==> src/verilog/timer_pkg.sv <==
`default_nettype none
package timer_pkg;

  // ----------------------------------------
  // sizes
  // ----------------------------------------
  localparam int NUM_CC = 3;
  localparam int CNT_W = 16;
  localparam int ADDR_W = 5;
  localparam int DATA_W = 32;

  // ----------------------------------------
  // register byte offsets
  // ----------------------------------------
  localparam logic [4:0] OFS_CTRL = 5'h00;
  localparam logic [4:0] OFS_COUNT = 5'h04;
  localparam logic [4:0] OFS_CCTL0 = 5'h08;
  localparam logic [4:0] OFS_CC_STRIDE = 5'h08;
  localparam logic [4:0] OFS_CCR_DELTA = 5'h04;

  // ----------------------------------------
  // control register fields
  // ----------------------------------------
  localparam int CTRL_MODE_LSB = 0;
  localparam int CTRL_CLR_BIT = 2;
  localparam int CTRL_DIV_LSB = 3;
  localparam int CTRL_ROLL_BIT = 8;

  // ----------------------------------------
  // capture/compare control fields
  // ----------------------------------------
  localparam int CC_CAP_BIT = 0;
  localparam int CC_SEL_LSB = 1;
  localparam int CC_EDGE_LSB = 3;
  localparam int CC_SYNC_BIT = 5;
  localparam int CC_FLAG_BIT = 6;
  localparam int CC_OVR_BIT = 7;
  localparam int CC_LVL_BIT = 8;
  localparam int CC_SAMPLED_INPUT_LEVEL_BIT = 9;

  // ----------------------------------------
  // values
  // ----------------------------------------
  localparam logic [15:0] CNT_ZERO = 16'h0000;
  localparam logic [15:0] CNT_ONE = 16'h0001;
  localparam logic [15:0] CNT_MAX = 16'hffff;
  localparam logic [1:0] BE_LOW_HALF = 2'h3;
  localparam logic [2:0] DIV_ZERO = 3'h0;

  typedef enum logic [1:0] {
    MODE_STOP = 2'b00,
    MODE_UP = 2'b01,
    MODE_CONT = 2'b10,
    MODE_UPDN = 2'b11
  } count_mode_e;

endpackage : timer_pkg
`default_nettype wire

==> src/verilog/capcomp_unit.sv <==
`timescale 1ns/1ps
`default_nettype none
module capcomp_unit
  import timer_pkg::*;
(
  input wire logic mclk_i,
  input wire logic resetn_i,
  input wire logic capture_source_a_i,
  input wire logic capture_source_b_i,
  input wire logic ctl_we_i,
  input wire logic ccr_we_i,
  input wire logic ccr_re_i,
  input wire logic [15:0] wdata_i,
  input wire logic tclk_i,
  input wire logic step_i,
  input wire logic [15:0] count_i,
  input wire logic [15:0] count_next_i,
  output logic [15:0] ctl_o,
  output logic [15:0] ccr_o,
  output logic match_o
);

  logic capture_select_q, sync_capture_q, lvl_q, pend_q;
  logic [1:0] capture_input_sel_q, capture_edge_sel_q;
  logic capcomp_flag_q, capture_overrun_q, unread_q;
  logic sampled_input_level_q, compare_match_q;
  logic [15:0] capcomp_reg_q;
  logic sel_lvl, rise, fall, hit, cap_ev, cmp_ev;

  // ----------------------------------------
  // input select and edge detect
  // ----------------------------------------
  // high select bit forces a constant level from the low bit
  assign sel_lvl = capture_input_sel_q[1] ? capture_input_sel_q[0] :
                   (capture_input_sel_q[0] ? capture_source_b_i : capture_source_a_i);
  assign rise = sel_lvl & ~lvl_q;
  assign fall = ~sel_lvl & lvl_q;
  assign hit = capture_select_q & ((capture_edge_sel_q[0] & rise) |
                                   (capture_edge_sel_q[1] & fall));
  // synced capture waits for the next timer clock
  assign cap_ev = sync_capture_q ? (tclk_i & (pend_q | hit)) : hit;
  // compare fires only when the counter counts into the value
  assign cmp_ev = ~capture_select_q & step_i & (count_next_i == capcomp_reg_q);

  // control fields, level history and pending capture
  always_ff @(posedge mclk_i or negedge resetn_i) begin
    if (!resetn_i) begin
      capture_select_q <= 1'b0;
      capture_input_sel_q <= 2'b00;
      capture_edge_sel_q <= 2'b00;
      sync_capture_q <= 1'b0;
      lvl_q <= 1'b0;
      pend_q <= 1'b0;
    end else begin
      lvl_q <= sel_lvl;
      pend_q <= cap_ev ? 1'b0 : (pend_q | hit);
      if (ctl_we_i) begin
        capture_select_q <= wdata_i[CC_CAP_BIT];
        capture_input_sel_q <= wdata_i[CC_SEL_LSB +: 2];
        capture_edge_sel_q <= wdata_i[CC_EDGE_LSB +: 2];
        sync_capture_q <= wdata_i[CC_SYNC_BIT];
      end
    end
  end

  // register value: capture beats a software write
  always_ff @(posedge mclk_i or negedge resetn_i) begin
    if (!resetn_i) begin
      capcomp_reg_q <= CNT_ZERO;
    end else if (cap_ev) begin
      capcomp_reg_q <= count_i;
    end else if (ccr_we_i) begin
      capcomp_reg_q <= wdata_i[15:0];
    end
  end

  // flags: hardware set wins over write-one-to-clear
  always_ff @(posedge mclk_i or negedge resetn_i) begin
    if (!resetn_i) begin
      capcomp_flag_q <= 1'b0;
      capture_overrun_q <= 1'b0;
      unread_q <= 1'b0;
      sampled_input_level_q <= 1'b0;
      compare_match_q <= 1'b0;
    end else begin
      compare_match_q <= cmp_ev;
      if (cap_ev | cmp_ev) begin
        capcomp_flag_q <= 1'b1;
      end else if (ctl_we_i && wdata_i[CC_FLAG_BIT]) begin
        capcomp_flag_q <= 1'b0;
      end
      if (cap_ev && unread_q) begin
        capture_overrun_q <= 1'b1;
      end else if (ctl_we_i && wdata_i[CC_OVR_BIT]) begin
        capture_overrun_q <= 1'b0;
      end
      if (cap_ev) begin
        unread_q <= 1'b1;
      end else if (ccr_re_i) begin
        unread_q <= 1'b0;
      end
      if (cmp_ev) begin
        sampled_input_level_q <= sel_lvl;
      end
    end
  end

  assign ccr_o = capcomp_reg_q;
  assign match_o = compare_match_q;
  // readback; level bit shows the selected input
  always_comb begin
    ctl_o = CNT_ZERO;
    ctl_o[CC_CAP_BIT] = capture_select_q;
    ctl_o[CC_SEL_LSB +: 2] = capture_input_sel_q;
    ctl_o[CC_EDGE_LSB +: 2] = capture_edge_sel_q;
    ctl_o[CC_SYNC_BIT] = sync_capture_q;
    ctl_o[CC_FLAG_BIT] = capcomp_flag_q;
    ctl_o[CC_OVR_BIT] = capture_overrun_q;
    ctl_o[CC_LVL_BIT] = lvl_q;
    ctl_o[CC_SAMPLED_INPUT_LEVEL_BIT] = sampled_input_level_q;
  end

  property p_capture;
    @(posedge mclk_i) disable iff (!resetn_i)
      cap_ev |=> (capcomp_reg_q == $past(count_i)) && capcomp_flag_q;
  endproperty
  a_capture: assert property (p_capture)
    else $error("capture did not latch count and flag");

  property p_overrun;
    @(posedge mclk_i) disable iff (!resetn_i)
      (cap_ev && unread_q) |=> capture_overrun_q;
  endproperty
  a_overrun: assert property (p_overrun)
    else $error("second capture without read left overrun clear");

endmodule : capcomp_unit
`default_nettype wire

==> src/verilog/timer_top.sv <==
// Functional notes
// - counter advances only with nonzero mode and a running timer clock
// - zero period in up modes stops; nonzero write restarts upward from zero
// - mode 00 halt, 01 up, 10 continuous, 11 up/down
// - up mode wraps to zero after the period value
// - up mode with count above period restarts from zero
// - up mode sets block zero flag at period, rollover on wrap
// - period rewrite in up mode: count to it or roll over
// - continuous wraps at ffff and sets rollover; block zero is ordinary
// - up/down climbs to period then falls to zero
// - direction latched; clear resets direction, count and divider
// - up/down flags once per period: at period and at one-to-zero
// - rewrite while descending keeps descending; shadow loads at once
// - rewrite while ascending: climb to it or start descending
// - capture/compare registers are written without buffering
// - three identical capture/compare blocks
// - capture mode picks source and edge per select fields
// - capture copies count and sets the block flag
// - selected input level readable at any time
// - sync bit aligns capture to the next timer clock
// - overrun set on capture before prior value read; software clears
// - constant level select lets software toggle trigger captures
// - compare match sets flag, pulses match, samples input level
// - direct counter writes trigger no flag or match
// - counter steps once per divided timer clock
//
// Decided for this implementation: the Avalon-MM slave port and the register addresses.
`timescale 1ns/1ps
`default_nettype none
module timer_top
  import timer_pkg::*;
(
  input wire logic mclk_i,
  input wire logic resetn_i,
  input wire logic [ADDR_W-1:0] avs_address_i,
  input wire logic avs_read_i,
  input wire logic avs_write_i,
  input wire logic [DATA_W-1:0] avs_writedata_i,
  input wire logic [3:0] avs_byteenable_i,
  output logic [DATA_W-1:0] avs_readdata_o,
  output logic avs_waitrequest_o,
  input wire logic timer_tick_i,
  input wire logic [NUM_CC-1:0] capture_source_a_i,
  input wire logic [NUM_CC-1:0] capture_source_b_i,
  output logic [NUM_CC-1:0] compare_match_o,
  output logic rollover_flag_o
);

  // ----------------------------------------
  // bus slave
  // ----------------------------------------
  logic wait_q;
  logic [DATA_W-1:0] rdata_q;
  logic [15:0] rmux;
  logic acc, wr, rd;
  logic [15:0] wdata;

  // one wait cycle: the request is taken while wait is low
  assign acc = (avs_read_i | avs_write_i) & ~wait_q;
  assign wr = acc & avs_write_i & (avs_byteenable_i[1:0] == BE_LOW_HALF);
  assign rd = acc & avs_read_i;
  assign wdata = avs_writedata_i[15:0];

  // waitrequest drops for exactly one cycle per request
  always_ff @(posedge mclk_i or negedge resetn_i) begin
    if (!resetn_i) begin
      wait_q <= 1'b1;
    end else begin
      wait_q <= ~((avs_read_i | avs_write_i) & wait_q);
    end
  end

  // read data captured as wait drops, held while it is low
  always_ff @(posedge mclk_i or negedge resetn_i) begin
    if (!resetn_i) begin
      rdata_q <= '0;
    end else if (avs_read_i && wait_q) begin
      rdata_q <= {16'h0000, rmux};
    end
  end

  assign avs_readdata_o = rdata_q;
  assign avs_waitrequest_o = wait_q;

  // ----------------------------------------
  // control register
  // ----------------------------------------
  count_mode_e count_mode_sel_q;
  logic [1:0] div_sel_q;
  logic rollover_flag_q;
  logic ctrl_we, counter_clear, cnt_we;
  logic step, adv, roll_ev;

  assign ctrl_we = wr && (avs_address_i == OFS_CTRL);
  assign cnt_we = wr && (avs_address_i == OFS_COUNT);
  // clear is a self-clearing strobe, reads back as zero
  assign counter_clear = ctrl_we && wdata[CTRL_CLR_BIT];

  // mode and divider selection
  always_ff @(posedge mclk_i or negedge resetn_i) begin
    if (!resetn_i) begin
      count_mode_sel_q <= MODE_STOP;
      div_sel_q <= 2'b00;
    end else if (ctrl_we) begin
      count_mode_sel_q <= count_mode_e'(wdata[CTRL_MODE_LSB +: 2]);
      div_sel_q <= wdata[CTRL_DIV_LSB +: 2];
    end
  end

  // rollover flag: set wins over write-one-to-clear
  always_ff @(posedge mclk_i or negedge resetn_i) begin
    if (!resetn_i) begin
      rollover_flag_q <= 1'b0;
    end else if (roll_ev) begin
      rollover_flag_q <= 1'b1;
    end else if (ctrl_we && wdata[CTRL_ROLL_BIT]) begin
      rollover_flag_q <= 1'b0;
    end
  end

  assign rollover_flag_o = rollover_flag_q;

  // ----------------------------------------
  // clock divider
  // ----------------------------------------
  logic [2:0] div_q, div_mask;
  logic div_tick;

  assign div_mask = 3'((4'h1 << div_sel_q) - 4'h1);
  assign div_tick = timer_tick_i && ((div_q & div_mask) == div_mask);

  // divider counts source ticks; clear restarts it
  always_ff @(posedge mclk_i or negedge resetn_i) begin
    if (!resetn_i) begin
      div_q <= DIV_ZERO;
    end else if (counter_clear) begin
      div_q <= DIV_ZERO;
    end else if (timer_tick_i) begin
      div_q <= div_q + 3'h1;
    end
  end

  // ----------------------------------------
  // counter core
  // ----------------------------------------
  logic [15:0] counter_value_q, cnt_d;
  logic [15:0] period_shadow_latch_q;
  logic dir_down_q, dir_d;
  logic up_modes, per_zero, ccr0_we, restart;
  logic [NUM_CC-1:0] cctl_we, ccr_we, ccr_re;
  logic [15:0] cctl_rd [NUM_CC];
  logic [15:0] ccr_rd [NUM_CC];

  assign up_modes = (count_mode_sel_q == MODE_UP) || (count_mode_sel_q == MODE_UPDN);
  assign per_zero = (period_shadow_latch_q == CNT_ZERO);
  assign ccr0_we = ccr_we[0];
  // writing the period in up modes restarts from zero when it was or becomes zero
  assign restart = ccr0_we && up_modes && (per_zero || (wdata == CNT_ZERO));
  // step on the divided clock with a nonzero mode and, in up modes, a nonzero period
  assign step = div_tick && (count_mode_sel_q != MODE_STOP) &&
                !(up_modes && per_zero);
  // a step that really counts: clear, direct write and restart take it over
  assign adv = step && !counter_clear && !cnt_we && !restart;
  assign roll_ev = adv && (cnt_d == CNT_ZERO) && (counter_value_q != CNT_ZERO);

  // next count and direction for each mode
  always_comb begin
    cnt_d = counter_value_q;
    dir_d = dir_down_q;
    unique case (count_mode_sel_q)
      MODE_STOP: begin
        cnt_d = counter_value_q;
      end
      MODE_UP: begin
        // at or above the period the count wraps to zero
        if (counter_value_q >= period_shadow_latch_q) begin
          cnt_d = CNT_ZERO;
        end else begin
          cnt_d = counter_value_q + CNT_ONE;
        end
      end
      MODE_CONT: begin
        if (counter_value_q == CNT_MAX) begin
          cnt_d = CNT_ZERO;
        end else begin
          cnt_d = counter_value_q + CNT_ONE;
        end
      end
      MODE_UPDN: begin
        if (!dir_down_q) begin
          // climbing: turn at or above the period
          if (counter_value_q >= period_shadow_latch_q) begin
            dir_d = 1'b1;
            cnt_d = counter_value_q - CNT_ONE;
          end else begin
            cnt_d = counter_value_q + CNT_ONE;
          end
        end else if (counter_value_q == CNT_ZERO) begin
          dir_d = 1'b0;
          cnt_d = CNT_ONE;
        end else begin
          // descent ignores the period until zero is reached
          cnt_d = counter_value_q - CNT_ONE;
          if (counter_value_q == CNT_ONE) begin
            dir_d = 1'b0;
          end
        end
      end
    endcase
  end

  // counter value: clear, then direct write, then restart, then step
  always_ff @(posedge mclk_i or negedge resetn_i) begin
    if (!resetn_i) begin
      counter_value_q <= CNT_ZERO;
    end else if (counter_clear) begin
      counter_value_q <= CNT_ZERO;
    end else if (cnt_we) begin
      counter_value_q <= wdata;
    end else if (restart) begin
      counter_value_q <= CNT_ZERO;
    end else if (step) begin
      counter_value_q <= cnt_d;
    end
  end

  // direction latch survives stop; clear or restart sets upward
  always_ff @(posedge mclk_i or negedge resetn_i) begin
    if (!resetn_i) begin
      dir_down_q <= 1'b0;
    end else if (counter_clear || restart) begin
      dir_down_q <= 1'b0;
    end else if (adv) begin
      dir_down_q <= dir_d;
    end
  end

  // period shadow follows each period write at once
  always_ff @(posedge mclk_i or negedge resetn_i) begin
    if (!resetn_i) begin
      period_shadow_latch_q <= CNT_ZERO;
    end else if (ccr0_we) begin
      period_shadow_latch_q <= wdata;
    end
  end

  // ----------------------------------------
  // capture/compare blocks
  // ----------------------------------------
  genvar gi;
  generate
    for (gi = 0; gi < NUM_CC; gi++) begin : g_cc
      localparam logic [4:0] CTL_OFS = 5'(OFS_CCTL0 + 5'(gi) * OFS_CC_STRIDE);
      localparam logic [4:0] CCR_OFS = 5'(CTL_OFS + OFS_CCR_DELTA);
      assign cctl_we[gi] = wr && (avs_address_i == CTL_OFS);
      assign ccr_we[gi] = wr && (avs_address_i == CCR_OFS);
      assign ccr_re[gi] = rd && (avs_address_i == CCR_OFS);
      // identical blocks share the counter and step
      capcomp_unit u_cc (
        .mclk_i(mclk_i),
        .resetn_i(resetn_i),
        .capture_source_a_i(capture_source_a_i[gi]),
        .capture_source_b_i(capture_source_b_i[gi]),
        .ctl_we_i(cctl_we[gi]),
        .ccr_we_i(ccr_we[gi]),
        .ccr_re_i(ccr_re[gi]),
        .wdata_i(wdata),
        .tclk_i(div_tick),
        .step_i(adv),
        .count_i(counter_value_q),
        .count_next_i(cnt_d),
        .ctl_o(cctl_rd[gi]),
        .ccr_o(ccr_rd[gi]),
        .match_o(compare_match_o[gi])
      );
    end
  endgenerate

  // read mux; unmapped offsets read zero
  always_comb begin
    rmux = CNT_ZERO;
    if (avs_address_i == OFS_CTRL) begin
      rmux[CTRL_MODE_LSB +: 2] = count_mode_sel_q;
      rmux[CTRL_DIV_LSB +: 2] = div_sel_q;
      rmux[CTRL_ROLL_BIT] = rollover_flag_q;
    end
    if (avs_address_i == OFS_COUNT) begin
      rmux = counter_value_q;
    end
    for (int n = 0; n < NUM_CC; n++) begin
      if (avs_address_i == 5'(OFS_CCTL0 + 5'(n) * OFS_CC_STRIDE)) begin
        rmux = cctl_rd[n];
      end
      if (avs_address_i == 5'(OFS_CCTL0 + 5'(n) * OFS_CC_STRIDE + OFS_CCR_DELTA)) begin
        rmux = ccr_rd[n];
      end
    end
  end

  // ----------------------------------------
  // checks
  // ----------------------------------------
  property p_halt;
    @(posedge mclk_i) disable iff (!resetn_i)
      (count_mode_sel_q == MODE_STOP && !cnt_we && !counter_clear && !restart)
      |=> $stable(counter_value_q) && $stable(dir_down_q);
  endproperty
  a_halt: assert property (p_halt)
    else $error("counter moved while halted");

  property p_zero_period;
    @(posedge mclk_i) disable iff (!resetn_i)
      (up_modes && per_zero) |-> !step;
  endproperty
  a_zero_period: assert property (p_zero_period)
    else $error("counter stepped with zero period");

  property p_up_wrap;
    @(posedge mclk_i) disable iff (!resetn_i)
      (step && count_mode_sel_q == MODE_UP && counter_value_q >= period_shadow_latch_q
       && !cnt_we && !counter_clear) |=> (counter_value_q == CNT_ZERO);
  endproperty
  a_up_wrap: assert property (p_up_wrap)
    else $error("up mode did not wrap at period");

  property p_cont_wrap;
    @(posedge mclk_i) disable iff (!resetn_i)
      (step && count_mode_sel_q == MODE_CONT && counter_value_q == CNT_MAX
       && !cnt_we && !counter_clear) |=> (counter_value_q == CNT_ZERO) && rollover_flag_q;
  endproperty
  a_cont_wrap: assert property (p_cont_wrap)
    else $error("continuous wrap missed or no rollover flag");

  property p_ud_turn;
    @(posedge mclk_i) disable iff (!resetn_i)
      (step && count_mode_sel_q == MODE_UPDN && !dir_down_q
       && counter_value_q >= period_shadow_latch_q && !counter_clear && !restart)
      |=> dir_down_q;
  endproperty
  a_ud_turn: assert property (p_ud_turn)
    else $error("up/down did not turn at period");

  property p_ud_descend;
    @(posedge mclk_i) disable iff (!resetn_i)
      (step && count_mode_sel_q == MODE_UPDN && dir_down_q && counter_value_q != CNT_ZERO
       && !cnt_we && !counter_clear && !restart)
      |=> (counter_value_q == $past(counter_value_q) - CNT_ONE);
  endproperty
  a_ud_descend: assert property (p_ud_descend)
    else $error("descent did not continue");

  property p_clear;
    @(posedge mclk_i) disable iff (!resetn_i)
      counter_clear |=> (counter_value_q == CNT_ZERO) && !dir_down_q && (div_q == DIV_ZERO);
  endproperty
  a_clear: assert property (p_clear)
    else $error("clear left count, direction or divider");

  property p_direct_write;
    @(posedge mclk_i) disable iff (!resetn_i)
      (cnt_we && !counter_clear) |=> !rollover_flag_q || $past(rollover_flag_q);
  endproperty
  a_direct_write: assert property (p_direct_write)
    else $error("direct counter write raised rollover");

  property p_rollover;
    @(posedge mclk_i) disable iff (!resetn_i)
      roll_ev |=> rollover_flag_q && (counter_value_q == CNT_ZERO);
  endproperty
  a_rollover: assert property (p_rollover)
    else $error("rollover flag not set on wrap to zero");

  property p_wait;
    @(posedge mclk_i) disable iff (!resetn_i)
      ((avs_read_i || avs_write_i) && wait_q) |=> !wait_q ##1 wait_q;
  endproperty
  a_wait: assert property (p_wait)
    else $error("waitrequest not low for one cycle");

endmodule : timer_top
`default_nettype wire

==> config.mk <==
export PLATFORM = sky130hd
export DESIGN_NAME = timer_top
export DESIGN_NICKNAME = d
export VERILOG_FILES = /design/src/verilog/timer_pkg.sv /design/src/verilog/capcomp_unit.sv /design/src/verilog/timer_top.sv
export SDC_FILE = /design/constraint.sdc
export NUM_CORES = 1
export LEC_CHECK = 0
export BUFFER_PORTS_ARGS = -buffer_cell sky130_fd_sc_hd__buf_2
export CAP_MARGIN = 15
export CORE_UTILIZATION = 45
export CTS_CLUSTER_DIAMETER = 50
export DETAILED_ROUTE_END_ITERATION = 8
export HOLD_SLACK_MARGIN = 0.12
export PLACE_DENSITY = 0.63
export SETUP_SLACK_MARGIN = 0.05
export SLEW_MARGIN = 20
export SYNTH_ARGS = -nofsm -noshare
export SYNTH_HDL_FRONTEND = slang
export SYNTH_SLANG_ARGS = --single-unit
==> constraint.sdc <==
create_clock -name mclk_i -period 11.3 [get_ports mclk_i]
set_input_delay 1.13 -clock mclk_i [delete_from_list [all_inputs] [get_ports mclk_i]]
set_output_delay 1.13 -clock mclk_i [all_outputs]
set_load 0.02 [all_outputs]
# ---- Yosys cells after proc, flatten, opt, wreduce, memory -nomap -nowiden
# Cells that the tools add are included.
# W data, S select, Z words.
dict set report word_totals {
  latch_bits 0
  ram_bits 0
  regBits 145
  in_bits 52
  word_cells 253
  memories 0
  rom_bits 0
}
dict set report op_classes {
  order_cmp 1
  shifts 1
  div 0
  multipliers 0
  n_mux 67
  n_eq_ne 17
  n_addsub 4
  n_reduce_logical 67
  bitwise 51
}
# operator count
set ops {}
lappend ops {{$mux W16} 22}
lappend ops {{$logic_not A16 Y1} 4}
lappend ops {{$pmux W16 S4} 1}
lappend ops {{$eq A16 B16 Y1} 3}
lappend ops {{$mux W1} 40}
lappend ops {{$logic_and A1 B1 Y1} 34}
lappend ops {{$reduce_bool A2 Y1} 17}
lappend ops {{$and A1 B1 Y1} 29}
lappend ops {{$eq A5 B5 Y1 const B} 4}
lappend ops {{$add A16 B1 Y16 const B} 1}
lappend ops {{$eq A16 B1 Y1 const B} 1}
lappend ops {{$eq A16 B16 Y1 const B} 1}
lappend ops {{$ge A16 B16 Y1} 1}
lappend ops {{$reduce_bool A16 Y1} 1}
lappend ops {{$sub A16 B1 Y16 const B} 1}
lappend ops {{$not A1 Y1} 11}
lappend ops {{$eq A5 B4 Y1 const B} 2}
lappend ops {{$or A1 B1 Y1} 10}
lappend ops {{$eq A2 B2 Y1 const B} 3}
lappend ops {{$mux W3} 2}
lappend ops {{$eq A5 B3 Y1 const B} 1}
lappend ops {{$logic_not A5 Y1} 1}
lappend ops {{$logic_not A1 Y1} 4}
lappend ops {{$mux W2} 2}
lappend ops {{10 further kinds} 12}

# ---- Depth between registers and ports, before layout
dict set report depth {
  word_depth 14
  ltp_mapped 15
  mapped_depth_nobuf 13
}

# ---- Cells and area by module
# Synthesis repeated with hierarchy kept, for this count alone.
dict set report hier_totals {
  cells_unflattened 1051
  area_unflattened_um2 10252.3
}
# module instances area_each_um2 cells_per_inst seq_area_each_um2
set by_module_without_submodules {}
lappend by_module_without_submodules {timer_top 1 5320.1 664 1452.6}
lappend by_module_without_submodules {capcomp_unit 3 1644.1 129 725.7}

# ---- Worst setup path before layout
# No wires, ideal clock.
dict set report synth_timing {
  path_kind {flip-flop to flip-flop}
  from {reg counter_value_q[0]}
  to {reg g_cc[0].u_cc.sampled_input_level_q}
  path_stages_with_launch 15
  path_slack_ns 7.251
  arrival_time_ns 3.921
  period_less_slack_ns 4.049
  required_time_ns 11.172
  cell_sequence {dfrtp_1 > clkbuf_1 > inv_1 > ha_1 > and3_1 > o21ai_1 > a311oi_4 > nor4_2 > nor2_1 > o221a_2 > xnor2_1 > a2111oi_0 > nand4_1 > a2111oi_4 > mux2_1}
}
dict set report synth_via {
  elab_chain_len 6
  word_cells_on_any_way 13
}
# item line_no
set synth_rtl {}
lappend synth_rtl {{from (decl)} timer_top.sv:146} ;# logic [15:0] counter_value_q, cnt_d;
lappend synth_rtl {{from (signal assigned)} timer_top.sv:219} ;# counter_value_q <= wdata;
lappend synth_rtl {{from (signal assigned)} timer_top.sv:223} ;# counter_value_q <= cnt_d;
lappend synth_rtl {{$add A16 B1 Y16, or another cell as far along} {timer_top.sv:179, timer_top.sv:186, timer_top.sv:196}}
lappend synth_rtl {{$mux W16 (on tied branches)} {timer_top.sv:192, timer_top.sv:198}}
lappend synth_rtl {{$mux W16} timer_top.sv:190} ;# if (!dir_down_q) begin
lappend synth_rtl {{$pmux W16 S4 *} timer_top.sv:170} ;# unique case (count_mode_sel_q)
lappend synth_rtl {{$eq A16 B16 Y1 *} capcomp_unit.sv:43} ;# assign cmp_ev = ~capture_select_q & step_i & (count_next_i == capcomp_reg_q);
lappend synth_rtl {{$and A1 B1 Y1 *} capcomp_unit.sv:43}
lappend synth_rtl {{via g_cc[0].u_cc.cmp_ev} capcomp_unit.sv:28} ;# logic sel_lvl, rise, fall, hit, cap_ev, cmp_ev;
lappend synth_rtl {{to (signal assigned)} capcomp_unit.sv:103} ;# sampled_input_level_q <= sel_lvl;
lappend synth_rtl {{to (decl)} capcomp_unit.sv:26} ;# logic sampled_input_level_q, compare_match_q;
# Mark *: on every way through the listed nets, which the timed path passes. The rest lies on a longest branch.
# A chain may end at the register's enable or synchronous reset.

# ---- Final worst setup path
dict set report layout_timing {
  from {reg counter_value_q[14]}
  to {reg g_cc[0].u_cc.sampled_input_level_q}
}
# Same word-level chain as after synthesis.

==> flow_summary.ini <==
[placement]
globalplace.congestion = 0.938
dp.final_hpwl_um = 24600
io_buffers = 54

[timing]
hold_violations = 0
rsz0062_at_grt = false
setup_tns_ns = 0
finalCritPeriodShare_pct = 48.1
tightest_slew_ns = 0.930
setup_viol = 0
finClkSkew_ns = 0.0131
slew_headroom_pct = 37.9
max_freq_mhz = 184
period_needed_ns = 5.43
finalMaxSlewViolations = 0

[power]
p_int_mw = 1.23
p_sw_uw = 925
p_leak_nw = 4.99
ir_drop_uv = 117
switching_share_pct = 42.9
pwr-share-comb_pct = 34.7
clock_power_share_pct = 30.0
power_frac_seq_pct = 35.4
power.density_mw_per_mm2 = 194

[grt]
antenna_found_initial = 0
grt_overflow = 0
grt_pass1_vias = 8694
grt_use_total_pct = 31.7
grt_max_degree = 88
grt_pass1_wl_um = 53200

[finish]
nets = 1228
drive_gt1_share_pct = 15.6
antenna_cells = 0
finish.utilization_pct = 51.0
area_growth_pct = 10.9
nFillCells = 2091

[floorplan]
die_w_um = 151
die_area_mm2 = 0.0229
io_pins = 89
start_util_pct = 46.0
core_area_mm2 = 0.0218
rows = 54
die_y_um = 151

[clock_tree]
cts_resized = 0
clk_latency_ns = 0.44
cts.sinks = 145
clkTransAtPathRegs_ns = 0.07
cts_buffer_depth = 2
htreeDepth = 4
cts_buffers = 17
cts_hold_buffers = 0
tritoncts = yes
postCtsSetupBuffers = 0
root_buffer = clkbuf_16

[worst_setup_path]
cp-start-kind = flip-flop
critPathSlowestCell = a31oi_2
worstSetupPathType = reg2reg
critical_path_required_ns = 11.62
worstPathCellList = ha_1 > nand4_2 > or3_4 > a311o_1 > a31oi_2 > a21oi_1 > a22oi_1 > xor2_1 > a2111oi_0 > nand4_1 > a2111oi_4 > mux2_1
cp.arrival_ns = 5.75
max_stage_delay_ns = 0.71
crit_fanout = 17
end_kind = flip-flop

[yosys]
yosysSeqAreaShare_pct = 36.2
ys_seq_elements = 145
synth_ff_type = dfrtp_1
syn_avg_cell_area_um2 = 8.78
synth_area_mm2 = 0.0100
synth_edf_count = 0
async_flop_share_pct = 100
synth.distinct_cells = 85
yosysWarnings = 0
synth_cells = 1143

[routing]
drt-total-wl_um = 34700
drtIter0Drc = 1080
drtPass1Iterations = 7
drt-wirelength-per-cell_um = 23.9
num_vias = 9409
drc = 0
routed_via_density = 6.50
antenna_left = 0

[worst_hold_path]
hold_path_class = reg2reg

[run]
maxCapViolations = 0

[outcome]
status = complete, no violations
==> through the flow <==
stage / setup WS, ns / cell area [um2] / power, mW / instances / hold slack [ns]
6_report: 5.87 / 11100 / 2.16 / 1448 / 0.481
5_1_grt: 5.60 / 11100 / 2.25 / 1448 / 0.510
4_1_cts: 5.99 / 11100 / 2.14 / 1448 / 0.482
3_3_place_gp: 6.04 / 10500 / 1.48 / 1416 / 0.461
3_5_place_dp: 6.00 / 10500 / 1.49 / 1416 / 0.466
2_1_floorplan: 7.25 / 10100 / 1.23 / 1158 / 0.450
==> Yosys cell counts (5+ instances only) <==
master	number	area share (%)
a2111oi_0	5	0.44
a211oi_1	16	1.2
a21o_1	9	0.67
a21oi_1	38	1.9
a221oi_1	10	0.87
a22o_1	5	0.44
a22oi_1	18	1.3
a31oi_1	8	0.50
and2_1	7	0.44
and3_1	12	0.75
buf_1	11	0.41
buf_2	5	0.25
buf_4	19	1.4
clkbuf_1	59	2.2
dfrtp_1	144	36
ha_1	21	2.6
inv_1	40	1.5
mux2_2	41	4.6
mux2i_1	71	7.1
mux4_2	6	1.3
nand2_1	149	5.6
nand3_1	24	1.2
nand4_1	18	1.1
nor2_1	79	3.0
nor2b_1	7	0.44
nor3_1	31	1.5
nor3b_1	5	0.37
nor4_1	21	1.3
o21ai_0	106	5.3
o22a_1	8	0.70
o22ai_1	6	0.37
o31ai_1	5	0.37
or3_1	6	0.37
xnor2_1	23	2.0
xor2_1	23	2.0
==> power groups by stage <==
stage / clock (mW) / sequential, mW / combinational [mW]
2_1_floorplan: 0 / 0.647 / 0.587
3_3_place_gp: 0 / 0.762 / 0.717
3_5_place_dp: 0 / 0.765 / 0.726
4_1_cts: 0.652 / 0.755 / 0.730
5_1_grt: 0.677 / 0.772 / 0.804
6_report: 0.646 / 0.763 / 0.747
==> worst paths after layout <==
path	from	end	slack, ns	cells after the start
min	avs_readdata_o[2]$_DFFE_PN0P_	avs_readdata_o[2]$_DFFE_PN0P_	0.48	2
max reg2reg	counter_value_q[14]$_DFFE_PN0P_	g_cc[0].u_cc.sampled_input_level_q$_DFFE_PN0P_	5.87	12
max	counter_value_q[14]$_DFFE_PN0P_	g_cc[0].u_cc.sampled_input_level_q$_DFFE_PN0P_	5.87	12
max in group asynchronous	resetn_i	avs_readdata_o[8]$_DFFE_PN0P_	9.26	2
min reg2reg	avs_readdata_o[2]$_DFFE_PN0P_	avs_readdata_o[2]$_DFFE_PN0P_	0.48	2
min in group asynchronous	resetn_i	period_shadow_latch_q[1]$_DFFE_PN0P_	0.75	1
==> flip-flops by register name (all words and copies together), names as in the netlist, 2 cells and up <==
register                         count
g_cc.u_cc.capture_select_q           3
div_sel_q                            2
g_cc.u_cc.capture_edge_sel_q         6
div_q                                3
g_cc.u_cc.capture_overrun_q          3
g_cc.u_cc.unread_q                   3
g_cc.u_cc.ccr_o                     48
count_mode_sel_q                     2
g_cc.u_cc.sampled_input_level_q      3
counter_value_q                     16
avs_readdata_o                      16
g_cc.u_cc.lvl_q                      3
g_cc.u_cc.capture_input_sel_q        6
g_cc.u_cc.match_o                    3
period_shadow_latch_q               16
g_cc.u_cc.sync_capture_q             3
g_cc.u_cc.capcomp_flag_q             3
g_cc.u_cc.pend_q                     3
==> placed cells by master, fill, tap and decap left out, drive strengths merged, types with 17 or more instances in the layout <==
cell type,count
a21oi,38
a22oi,18
buf,73
clkbuf,17
dfrtp,144
ha,21
inv,49
mux2,42
mux2i,72
nand2,149
nand3,24
nand4,19
nor2,79
nor3,34
nor4,23
o21ai,109
xnor2,23
xor2,23
==> cells by family after synthesis <==
| group | synth area share, % |
|---|---|
| simple gates | 18.7 |
| compound gates | 19.3 |
| flops | 36.2 |
| buf+inv | 5.87 |
| mux | 13.3 |
| xor+xnor | 4.01 |
| fa+ha+maj | 2.62 |
| other cells | 0.0374 |
==> final cells by class <==
type / instances / area, um2 / share of cell area, %
well taps: 280 / 350 / 3.15
clock inverters: 15 / 236 / 2.13
repair buffers: 73 / 419 / 3.77
flip-flops and latches: 145 / 3630 / 32.6
clock buffers: 17 / 425 / 3.82
multi-input cells: 877 / 5910 / 53.1
inverters: 41 / 154 / 1.38
==> per-layer routing <==
layer  wire length (um)  GRT usage, %  vias to the layer above
met5                  0             0                        -
met4               1930          16.5                        0
met3               2940          5.42                      107
met2              15300          48.5                      516
met1              14400          42.8                     4610
li1                   -             -                     4176
==> critical path, delay by kind of cell, from the launching register on <==
| family | cells | cell delay, ns |
|---|---|---|
| AO/OA/AOI/OAI | 6 | 2.85 |
| AND/OR/NAND/NOR | 3 | 0.84 |
| XOR/XNOR | 1 | 0.15 |
| flip-flops | 1 | 0.65 |
| multiplexers | 1 | 0.36 |
| adder cells (fa/ha/maj) | 1 | 0.46 |
Power figures use the tool's default switching activity.
